[src/hdl/tpb_pkg.sv]
// constants, field layouts and carrier types of the timer/pwm/buzzer unit
// assumes a 32-bit apb slave with byte addresses, one register per word
package tpb_pkg;
    localparam logic [7:0] OFF_TC1   = 8'h00;
    localparam logic [7:0] OFF_TC2   = 8'h04;
    localparam logic [7:0] OFF_HI    = 8'h08;
    localparam logic [7:0] OFF_LO    = 8'h0C;
    localparam logic [7:0] OFF_DA    = 8'h10;
    localparam logic [7:0] OFF_PBC   = 8'h14;
    localparam logic [7:0] OFF_DB    = 8'h18;
    localparam logic [7:0] OFF_BZ    = 8'h1C;
    localparam logic [7:0] OFF_PSCV  = 8'h20;
    localparam logic [7:0] OFF_IEN   = 8'h24;
    localparam logic [7:0] OFF_STAT  = 8'h28;
    localparam int         HI_RL_POS = 4;
    localparam int         HI_DB_POS = 2;
    localparam int         HI_DA_POS = 0;
    localparam logic [9:0] CNT_TOP   = 10'h3FF;
    localparam logic [9:0] CNT_RST   = 10'h3FF;
    localparam logic [4:0] TC1_RST   = 5'h00;
    localparam logic [5:0] TC2_RST   = 6'h08;
    localparam logic [5:0] HI_RST    = 6'h3F;
    localparam logic [9:0] DUTY_RST  = 10'h000;
    localparam logic [4:0] BZ_RST    = 5'h00;
    localparam int         INSTR_DIV = 2;

    typedef struct packed {
        logic oe;
        logic al;
        logic one_shot;
        logic reload_sel;
        logic enable;
    } tpb_tc1_t;

    typedef struct packed {
        logic       src;
        logic       edge_fall;
        logic       ps_en_n;
        logic [2:0] ps_sel;
    } tpb_tc2_t;

    typedef struct packed {
        logic       en;
        logic [3:0] fsel;
    } tpb_bz_t;

    typedef enum logic {
        TPB_RUN  = 1'b0,
        TPB_STOP = 1'b1
    } tpb_run_t;
endpackage

[src/hdl/tpb_unit.sv]
// timer/pwm/buzzer unit: 10-bit down timer, prescaler, two pwm, buzzer
// assumes an apb master on pclk; the clock pin is asynchronous to pclk
// Summary of operation
// ten-bit down counter behind optional prescaler
// reload buffered, taken at underflow when enabled
// disabled timer loads on low byte write
// reading timer returns live count
// source: instruction clock or external pin
// edge select: one falling, zero rising
// prescaler active low enable, 1:2..1:256, readable
// one-shot counts once then stops
// non-stop restarts from reload or 0x3FF
// underflow sets flag, gated interrupt request
// flag sticks until firmware writes zero
// pwm a enable drives pin, polarity bit
// duty zero never active, ten bits
// firmware keeps duty within reload value
// pwm a duty applied at next underflow
// buzzer enable drives its pin
// buzzer source select and 1:2..1:256 divide
// pwm a wins shared pin over buzzer
// pwm b own enable, polarity, duty bits
// firmware mirrors timer settings into pwm b
// pwm b duty applied at next underflow
// active for first duty ticks of frame
`timescale 1ns/10ps
module tpb_unit #(
    parameter int INSTR_DIV = tpb_pkg::INSTR_DIV
) (
    input  wire logic        pclk,
    input  wire logic        presetn,
    input  wire logic [7:0]  paddr,
    input  wire logic        psel,
    input  wire logic        penable,
    input  wire logic        pwrite,
    input  wire logic [31:0] pwdata,
    output logic      [31:0] prdata,
    output logic             pready,
    output logic             pslverr,
    input  wire logic        ext_timer_clock_pin,
    output logic             shared_pin_out,
    output logic             shared_pin_oe,
    output logic             pwm_b_pin_out,
    output logic             pwm_b_pin_oe,
    output logic             irq_out
);
    tpb_pkg::tpb_tc1_t tc1_r;
    tpb_pkg::tpb_tc2_t tc2_r;
    tpb_pkg::tpb_bz_t  bz_r;
    tpb_pkg::tpb_run_t run_st_r;
    logic [5:0]  hi_r;
    logic [9:0]  reload_r;
    logic [9:0]  count_r;
    logic [9:0]  elap_r;
    logic [9:0]  da_buf_r;
    logic [9:0]  da_eff_r;
    logic [9:0]  db_buf_r;
    logic [9:0]  db_eff_r;
    logic [1:0]  pb_ctl_r;
    logic [2:0]  pb_mirror_r;
    logic [7:0]  ps_r;
    logic [6:0]  bz_cnt_r;
    logic        bz_out_r;
    logic        flag_r;
    logic        ie_r;
    logic        gie_r;
    logic [7:0]  div_r;
    logic        ext_s1_r;
    logic        ext_s2_r;
    logic        ext_s3_r;
    logic        pready_r;
    logic        pslverr_r;
    logic [31:0] prdata_r;
    logic        sh_out_r;
    logic        sh_oe_r;
    logic        pb_out_r;
    logic        pb_oe_r;
    logic        irq_r;

    logic        setup;
    logic        wr;
    logic        lo_wr;
    logic        hit;
    logic [31:0] rd_nxt;
    logic        instr_tick;
    logic        rise;
    logic        fall;
    logic        src_tick;
    logic [8:0]  ps_mask;
    logic        ps_tick;
    logic        t_tick;
    logic        run;
    logic        uf;
    logic [7:0]  bz_mask;
    logic        bz_src;
    logic        act_a;
    logic        act_b;

    assign prdata         = prdata_r;
    assign pready         = pready_r;
    assign pslverr        = pslverr_r;
    assign shared_pin_out = sh_out_r;
    assign shared_pin_oe  = sh_oe_r;
    assign pwm_b_pin_out  = pb_out_r;
    assign pwm_b_pin_oe   = pb_oe_r;
    assign irq_out        = irq_r;

    // apb: answer one cycle after setup, writes act in the access cycle
    assign setup = psel & ~penable;
    assign wr    = psel & penable & pwrite & pready_r;
    assign lo_wr = wr & (paddr == tpb_pkg::OFF_LO);

    always_comb begin
        hit    = 1'b1;
        rd_nxt = 32'h0000_0000;
        unique case (paddr)
            tpb_pkg::OFF_TC1:  rd_nxt = {24'h0, tc1_r.oe, tc1_r.al, 3'h0,
                                        tc1_r.one_shot, tc1_r.reload_sel, tc1_r.enable};
            tpb_pkg::OFF_TC2:  rd_nxt = {26'h0, tc2_r};
            tpb_pkg::OFF_HI:   rd_nxt = {26'h0, hi_r};
            tpb_pkg::OFF_LO:   rd_nxt = {22'h0, count_r};
            tpb_pkg::OFF_DA:   rd_nxt = 32'h0000_0000;
            tpb_pkg::OFF_PBC:  rd_nxt = {24'h0, pb_ctl_r, 3'h0, pb_mirror_r};
            tpb_pkg::OFF_DB:   rd_nxt = 32'h0000_0000;
            tpb_pkg::OFF_BZ:   rd_nxt = {24'h0, bz_r.en, 3'h0, bz_r.fsel};
            tpb_pkg::OFF_PSCV: rd_nxt = {24'h0, ps_r};
            tpb_pkg::OFF_IEN:  rd_nxt = {30'h0, gie_r, ie_r};
            tpb_pkg::OFF_STAT: rd_nxt = {31'h0, flag_r};
            default:           hit = 1'b0;
        endcase
    end

    always_ff @(posedge pclk or negedge presetn) begin
        if (!presetn) begin
            pready_r  <= 1'b0;
            pslverr_r <= 1'b0;
            prdata_r  <= 32'h0000_0000;
        end else begin
            pready_r  <= setup;
            pslverr_r <= setup & ~hit;
            prdata_r  <= (setup & ~pwrite) ? rd_nxt : 32'h0000_0000;
        end
    end

    // configuration registers
    always_ff @(posedge pclk or negedge presetn) begin
        if (!presetn) begin
            tc1_r       <= tpb_pkg::TC1_RST;
            tc2_r       <= tpb_pkg::TC2_RST;
            hi_r        <= tpb_pkg::HI_RST;
            pb_ctl_r    <= 2'h0;
            pb_mirror_r <= 3'h0;
            bz_r        <= tpb_pkg::BZ_RST;
            ie_r        <= 1'b0;
            gie_r       <= 1'b0;
        end else if (wr) begin
            if (paddr == tpb_pkg::OFF_TC1)
                tc1_r <= {pwdata[7:6], pwdata[2:0]};
            if (paddr == tpb_pkg::OFF_TC2)
                tc2_r <= pwdata[5:0];
            if (paddr == tpb_pkg::OFF_HI)
                hi_r <= pwdata[5:0];
            if (paddr == tpb_pkg::OFF_PBC) begin
                pb_ctl_r    <= pwdata[7:6];
                pb_mirror_r <= pwdata[2:0];
            end
            if (paddr == tpb_pkg::OFF_BZ)
                bz_r <= {pwdata[7], pwdata[3:0]};
            if (paddr == tpb_pkg::OFF_IEN) begin
                ie_r  <= pwdata[0];
                gie_r <= pwdata[1];
            end
        end
    end

    // double buffers: high bits first, the low byte write commits the word
    always_ff @(posedge pclk or negedge presetn) begin
        if (!presetn) begin
            reload_r <= tpb_pkg::CNT_RST;
            da_buf_r <= tpb_pkg::DUTY_RST;
            db_buf_r <= tpb_pkg::DUTY_RST;
        end else if (wr) begin
            if (paddr == tpb_pkg::OFF_LO)
                reload_r <= {hi_r[tpb_pkg::HI_RL_POS+:2], pwdata[7:0]};
            if (paddr == tpb_pkg::OFF_DA)
                da_buf_r <= {hi_r[tpb_pkg::HI_DA_POS+:2], pwdata[7:0]};
            if (paddr == tpb_pkg::OFF_DB)
                db_buf_r <= {hi_r[tpb_pkg::HI_DB_POS+:2], pwdata[7:0]};
        end
    end

    // instruction clock enable derived from pclk
    always_ff @(posedge pclk or negedge presetn) begin
        if (!presetn)
            div_r <= 8'h00;
        else if (div_r == 8'(INSTR_DIV - 1))
            div_r <= 8'h00;
        else
            div_r <= div_r + 8'h01;
    end
    assign instr_tick = (div_r == 8'(INSTR_DIV - 1));

    // pin synchroniser; edges are taken only from the second and third stage
    always_ff @(posedge pclk or negedge presetn) begin
        if (!presetn) begin
            ext_s1_r <= 1'b0;
            ext_s2_r <= 1'b0;
            ext_s3_r <= 1'b0;
        end else begin
            ext_s1_r <= ext_timer_clock_pin;
            ext_s2_r <= ext_s1_r;
            ext_s3_r <= ext_s2_r;
        end
    end
    assign rise = ext_s2_r & ~ext_s3_r;
    assign fall = ~ext_s2_r & ext_s3_r;

    always_comb begin
        src_tick = 1'b0;
        if (tc1_r.enable)
            src_tick = tc2_r.src ? (tc2_r.edge_fall ? fall : rise) : instr_tick;
    end

    // prescaler: 2^(sel+1) source ticks per output tick
    assign ps_mask = (9'h002 << tc2_r.ps_sel) - 9'h001;
    assign ps_tick = src_tick & ((ps_r & ps_mask[7:0]) == ps_mask[7:0]);

    always_ff @(posedge pclk or negedge presetn) begin
        if (!presetn)
            ps_r <= 8'h00;
        else if (src_tick & ~tc2_r.ps_en_n)
            ps_r <= ps_r + 8'h01;
    end

    assign t_tick = tc2_r.ps_en_n ? src_tick : ps_tick;
    assign run    = tc1_r.enable & (run_st_r == tpb_pkg::TPB_RUN);
    assign uf     = t_tick & run & (count_r == 10'h000);

    // one-shot stop state, re-armed by any OFF_TC1 write
    always_ff @(posedge pclk or negedge presetn) begin
        if (!presetn)
            run_st_r <= tpb_pkg::TPB_RUN;
        else if (wr & (paddr == tpb_pkg::OFF_TC1))
            run_st_r <= tpb_pkg::TPB_RUN;
        else if (uf & tc1_r.one_shot)
            run_st_r <= tpb_pkg::TPB_STOP;
    end

    always_ff @(posedge pclk or negedge presetn) begin
        if (!presetn) begin
            count_r <= tpb_pkg::CNT_RST;
        end else if (lo_wr & ~tc1_r.enable) begin
            count_r <= {hi_r[tpb_pkg::HI_RL_POS+:2], pwdata[7:0]};
        end else if (uf) begin
            if (tc1_r.one_shot)
                count_r <= 10'h000;
            else
                count_r <= tc1_r.reload_sel ? reload_r : tpb_pkg::CNT_TOP;
        end else if (t_tick & run) begin
            count_r <= count_r - 10'h001;
        end
    end

    // ticks since the frame began, saturating so a long frame cannot wrap
    always_ff @(posedge pclk or negedge presetn) begin
        if (!presetn)
            elap_r <= 10'h000;
        else if (uf | (lo_wr & ~tc1_r.enable))
            elap_r <= 10'h000;
        else if (t_tick & run & (elap_r != tpb_pkg::CNT_TOP))
            elap_r <= elap_r + 10'h001;
    end

    // duties are taken at underflow; a disabled timer takes them at once
    always_ff @(posedge pclk or negedge presetn) begin
        if (!presetn) begin
            da_eff_r <= tpb_pkg::DUTY_RST;
            db_eff_r <= tpb_pkg::DUTY_RST;
        end else if (uf | ~tc1_r.enable) begin
            da_eff_r <= da_buf_r;
            db_eff_r <= db_buf_r;
        end
    end

    assign act_a = elap_r < da_eff_r;
    assign act_b = elap_r < db_eff_r;

    // underflow flag: a new underflow beats a same-cycle clear
    always_ff @(posedge pclk or negedge presetn) begin
        if (!presetn)
            flag_r <= 1'b0;
        else if (uf)
            flag_r <= 1'b1;
        else if (wr & (paddr == tpb_pkg::OFF_STAT) & ~pwdata[0])
            flag_r <= 1'b0;
    end

    // buzzer: toggle every 2^fsel[2:0] source ticks gives 1:2 to 1:256
    assign bz_mask = (8'h01 << bz_r.fsel[2:0]) - 8'h01;
    assign bz_src  = bz_r.fsel[3] ? uf : ps_tick;

    always_ff @(posedge pclk or negedge presetn) begin
        if (!presetn) begin
            bz_cnt_r <= 7'h00;
            bz_out_r <= 1'b0;
        end else if (bz_src) begin
            bz_cnt_r <= bz_cnt_r + 7'h01;
            if ((bz_cnt_r & bz_mask[6:0]) == bz_mask[6:0])
                bz_out_r <= ~bz_out_r;
        end
    end

    // pins and request, all registered
    always_ff @(posedge pclk or negedge presetn) begin
        if (!presetn) begin
            sh_out_r <= 1'b0;
            sh_oe_r  <= 1'b0;
            pb_out_r <= 1'b0;
            pb_oe_r  <= 1'b0;
            irq_r    <= 1'b0;
        end else begin
            if (tc1_r.oe)
                sh_out_r <= act_a ^ tc1_r.al;
            else
                sh_out_r <= bz_r.en & bz_out_r;
            sh_oe_r  <= tc1_r.oe | bz_r.en;
            pb_out_r <= pb_ctl_r[1] & (act_b ^ pb_ctl_r[0]);
            pb_oe_r  <= pb_ctl_r[1];
            irq_r    <= flag_r & ie_r & gie_r;
        end
    end
endmodule

[config.mk]
export PLATFORM = sky130hd
export DESIGN_NAME = tpb_unit
export DESIGN_NICKNAME = d
export VERILOG_FILES = /design/src/hdl/tpb_pkg.sv /design/src/hdl/tpb_unit.sv
export SDC_FILE = /design/constraint.sdc
export NUM_CORES = 1
export LEC_CHECK = 0
export BUFFER_PORTS_ARGS = -buffer_cell sky130_fd_sc_hd__buf_2
export CELL_PAD_IN_SITES_DETAIL_PLACEMENT = 2
export CELL_PAD_IN_SITES_GLOBAL_PLACEMENT = 2
export CORE_MARGIN = 5
export CORE_UTILIZATION = 42
export CTS_CLUSTER_SIZE = 30
export DETAILED_ROUTE_END_ITERATION = 6
export GPL_ROUTABILITY_DRIVEN = 0
export PLACE_DENSITY_LB_ADDON = 0.1
export SKIP_CTS_REPAIR_TIMING = 1
export SLEW_MARGIN = 20
export SYNTH_ARGS = -nofsm -noshare
export SYNTH_HDL_FRONTEND = slang
export SYNTH_SLANG_ARGS = --single-unit
[constraint.sdc]
create_clock -name pclk -period 4.1 [get_ports pclk]
set_input_delay 0.82 -clock pclk [delete_from_list [all_inputs] [get_ports pclk]]
set_output_delay 0.82 -clock pclk [all_outputs]
set_load 0.005 [all_outputs]
==> results_dict.tcl <==
set metrics [dict create \
    htreeDepth 4 \
    yosysSeqAreaShare 0.501 \
    cts_made_buffers 17 \
    synth.area.top_cells "dfrtp_1 40%, mux2_2 11%, dfstp_2 9.7%" \
    synth_common_cells "118 x dfrtp_1, 74 x mux2_2, 45 x nor2_1" \
    ys.warnings.count 0 \
    ys_ff_latch 145 \
    vias 5313 \
    path_max_fanout 20 \
    routedWlPerCell_um 22.7 \
    maxCapViolCount 0 \
    core_um2 17200 \
    grt_pass1_wl_mm 34.3 \
    p_leak_nw 3.77 \
    rows 48 \
    fin_hold_ws_ns 0.361 \
    start_kind "register" \
    ant_nets 0 \
    overflow 0 \
    period_minus_slack_ns 3.20 \
    antenna_found_initial 0 \
    yosysTopAreaCell "dfrtp_1" \
    async_flop_share 1.00 \
    grt_max_degree 101 \
    fin_nets 775 \
    viasPerCell 5.64 \
    yosysMostFrequentCell "dfrtp_1" \
    drive_gt1_frac 0.265 \
    diodes 0 \
    timing.slew.headroom 0.336 \
    worst_pin_slew_ns 0.982 \
    area_delta_synth_final_pct 13.8 \
    drtIter0Drc 213 \
    drv_slew 0 \
    die_area_um2 20100 \
    crit_type "register to register" \
    endpoint_kind "register" \
    worstPathArrival_ns 3.50 \
    setup_violations 0 \
    fin_setup_tns_ns 0 \
    cts_tree "built" \
    synth-edff-count 0 \
    worst_skew_pair.late_latency_ns 0.42 \
    final_hold_viol_count 0 \
    start_util 0.426 \
    portBuffers 38 \
    drc_errors 0 \
    dr.pass1.iters 4 \
    clock_path_buffers 2 \
    die_y_um 142 \
    max_freq_ghz 0.312 \
    skew_ns 0.00962 \
    routed_wl_mm 21.4 \
    outcome "finished clean" \
    grtUsageTotal 0.222 \
    ir_worst_vdd_mv 0.266 \
    grt_pass1_vias 6047 \
    rsz0062_at_grt "no" \
    synth_cells 665 \
    synth_area_per_cell_um2 11.0 \
    ios 85 \
    netlist.area_leader.share 0.404 \
    synth_cell_type_count 65 \
    clockRootBuffer "clkbuf_16" \
    netlist_area_um2 7310 \
    dp_hpwl_mm 15.1 \
    powerDensity_nw_per_um2 397 \
    die_w_um 142 \
    hp-class "register to register" \
    clock-sinks 145 \
    worstPathRequired_ns 4.40 \
    min_period_over_period 0.782 \
    yosys_most_used_dff "dfrtp_1" \
    clk_pin_slew_ns 0.06 \
]
## layout make-up
cell class	count	area, um2
fill	1799	8850
sequential	145	3660
multi-input combinational	454	3310
clock buffer	20	457
tap	225	282
timing repair buffer	45	249
clock inverter	12	205
inverter	41	154
## flip-flops by register name, indices dropped and copies added (netlist names), 2 cells and up
register     flops
reload_r        10
elap_r          10
db_eff_r        10
da_eff_r        10
hi_r             6
ps_r             8
tc2_r            6
pb_mirror_r      3
div_r            8
pb_ctl_r         2
bz_r             5
da_buf_r        10
bz_cnt_r         7
count_r         10
tc1_r            5
prdata          10
db_buf_r        10
## per-layer routing
layer	global-route usage	wire length (um)	part of all wire
met4	0.0717	380	0.018
met5	0	0	0
met2	0.384	10900	0.51
met3	0.0435	688	0.032
met1	0.282	9440	0.44
## layout by cell type (no fill, tap or decap), drive strengths merged, types with 5 or more instances in the layout
master  synthesis  final
a21oi          28     28
nor2           45     45
inv            41     43
xnor2          26     26
nand4           9      9
and3           13     13
nand3          13     13
bufinv          0      5
buf            26     45
clkbuf         20     20
dfstp          27     27
a22oi          13     13
nor4b           5      5
nand2b          6      6
xor2            6      6
o21ai          19     19
ha             25     25
a221o           9      9
nor3           15     15
or3             8      8
conb            1     22
mux2           74     74
dfrtp         118    118
nand2          41     41
## logic make-up after synthesis
kind of cell | count (synthesis) | share of synthesized area
flops | 145 | 0.501
compound gates | 116 | 0.114
other cells | 1 | 0.000513
fa+ha+maj | 25 | 0.0428
buf+inv | 87 | 0.0565
simple gates | 182 | 0.128
mux | 77 | 0.118
xor+xnor | 32 | 0.0383
## metrics by stage
stage / setup WS [ns] / instance area (um2) / power, mW / utilization / cells
after floorplan: 1.44 / 7390 / 1.52 / - / 686
after global placement: 1.08 / 7660 / 1.57 / 0.446 / 910
after detailed placement: 0.939 / 7660 / 1.57 / 0.446 / 910
after CTS: 0.905 / 8320 / 3.34 / 0.484 / 942
after global routing: 0.717 / 8320 / 3.41 / 0.484 / 942
final: 0.896 / 8320 / 3.30 / 0.484 / 942
## critical path, stage by stage (launching register included)
cell and delay [ns]:
dfrtp_1 0.46, nor3_1 0.19, o21ai_0 0.13, o41a_1 0.68, or3_1 0.76, o21a_1 0.30, buf_4 0.23, mux2_2 0.31
## report_power, final
group / switching (mW) / internal [mW]
Sequential: 0.00665 / 1.44
Clock: 0.638 / 1.12
Combinational: 0.0777 / 0.0242
Total: 0.723 / 2.58
## final timing paths
path,start,slack [ns],end,cells after the start
max,tc2_r[1]$_DFFE_PN0P_,0.90,db_eff_r[8]$_DFFE_PN0P_,7
min,ext_s1_r$_DFF_PN0_,0.36,ext_s2_r$_DFF_PN0_,0
max reg2reg,tc2_r[1]$_DFFE_PN0P_,0.90,db_eff_r[8]$_DFFE_PN0P_,7
min reg2reg,ext_s1_r$_DFF_PN0_,0.36,ext_s2_r$_DFF_PN0_,0
max in group asynchronous,presetn,2.57,count_r[7]$_DFFE_PN1P_,2
min in group asynchronous,presetn,0.49,elap_r[3]$_DFFE_PN0P_,1
(Power assumes the default switching activity.)
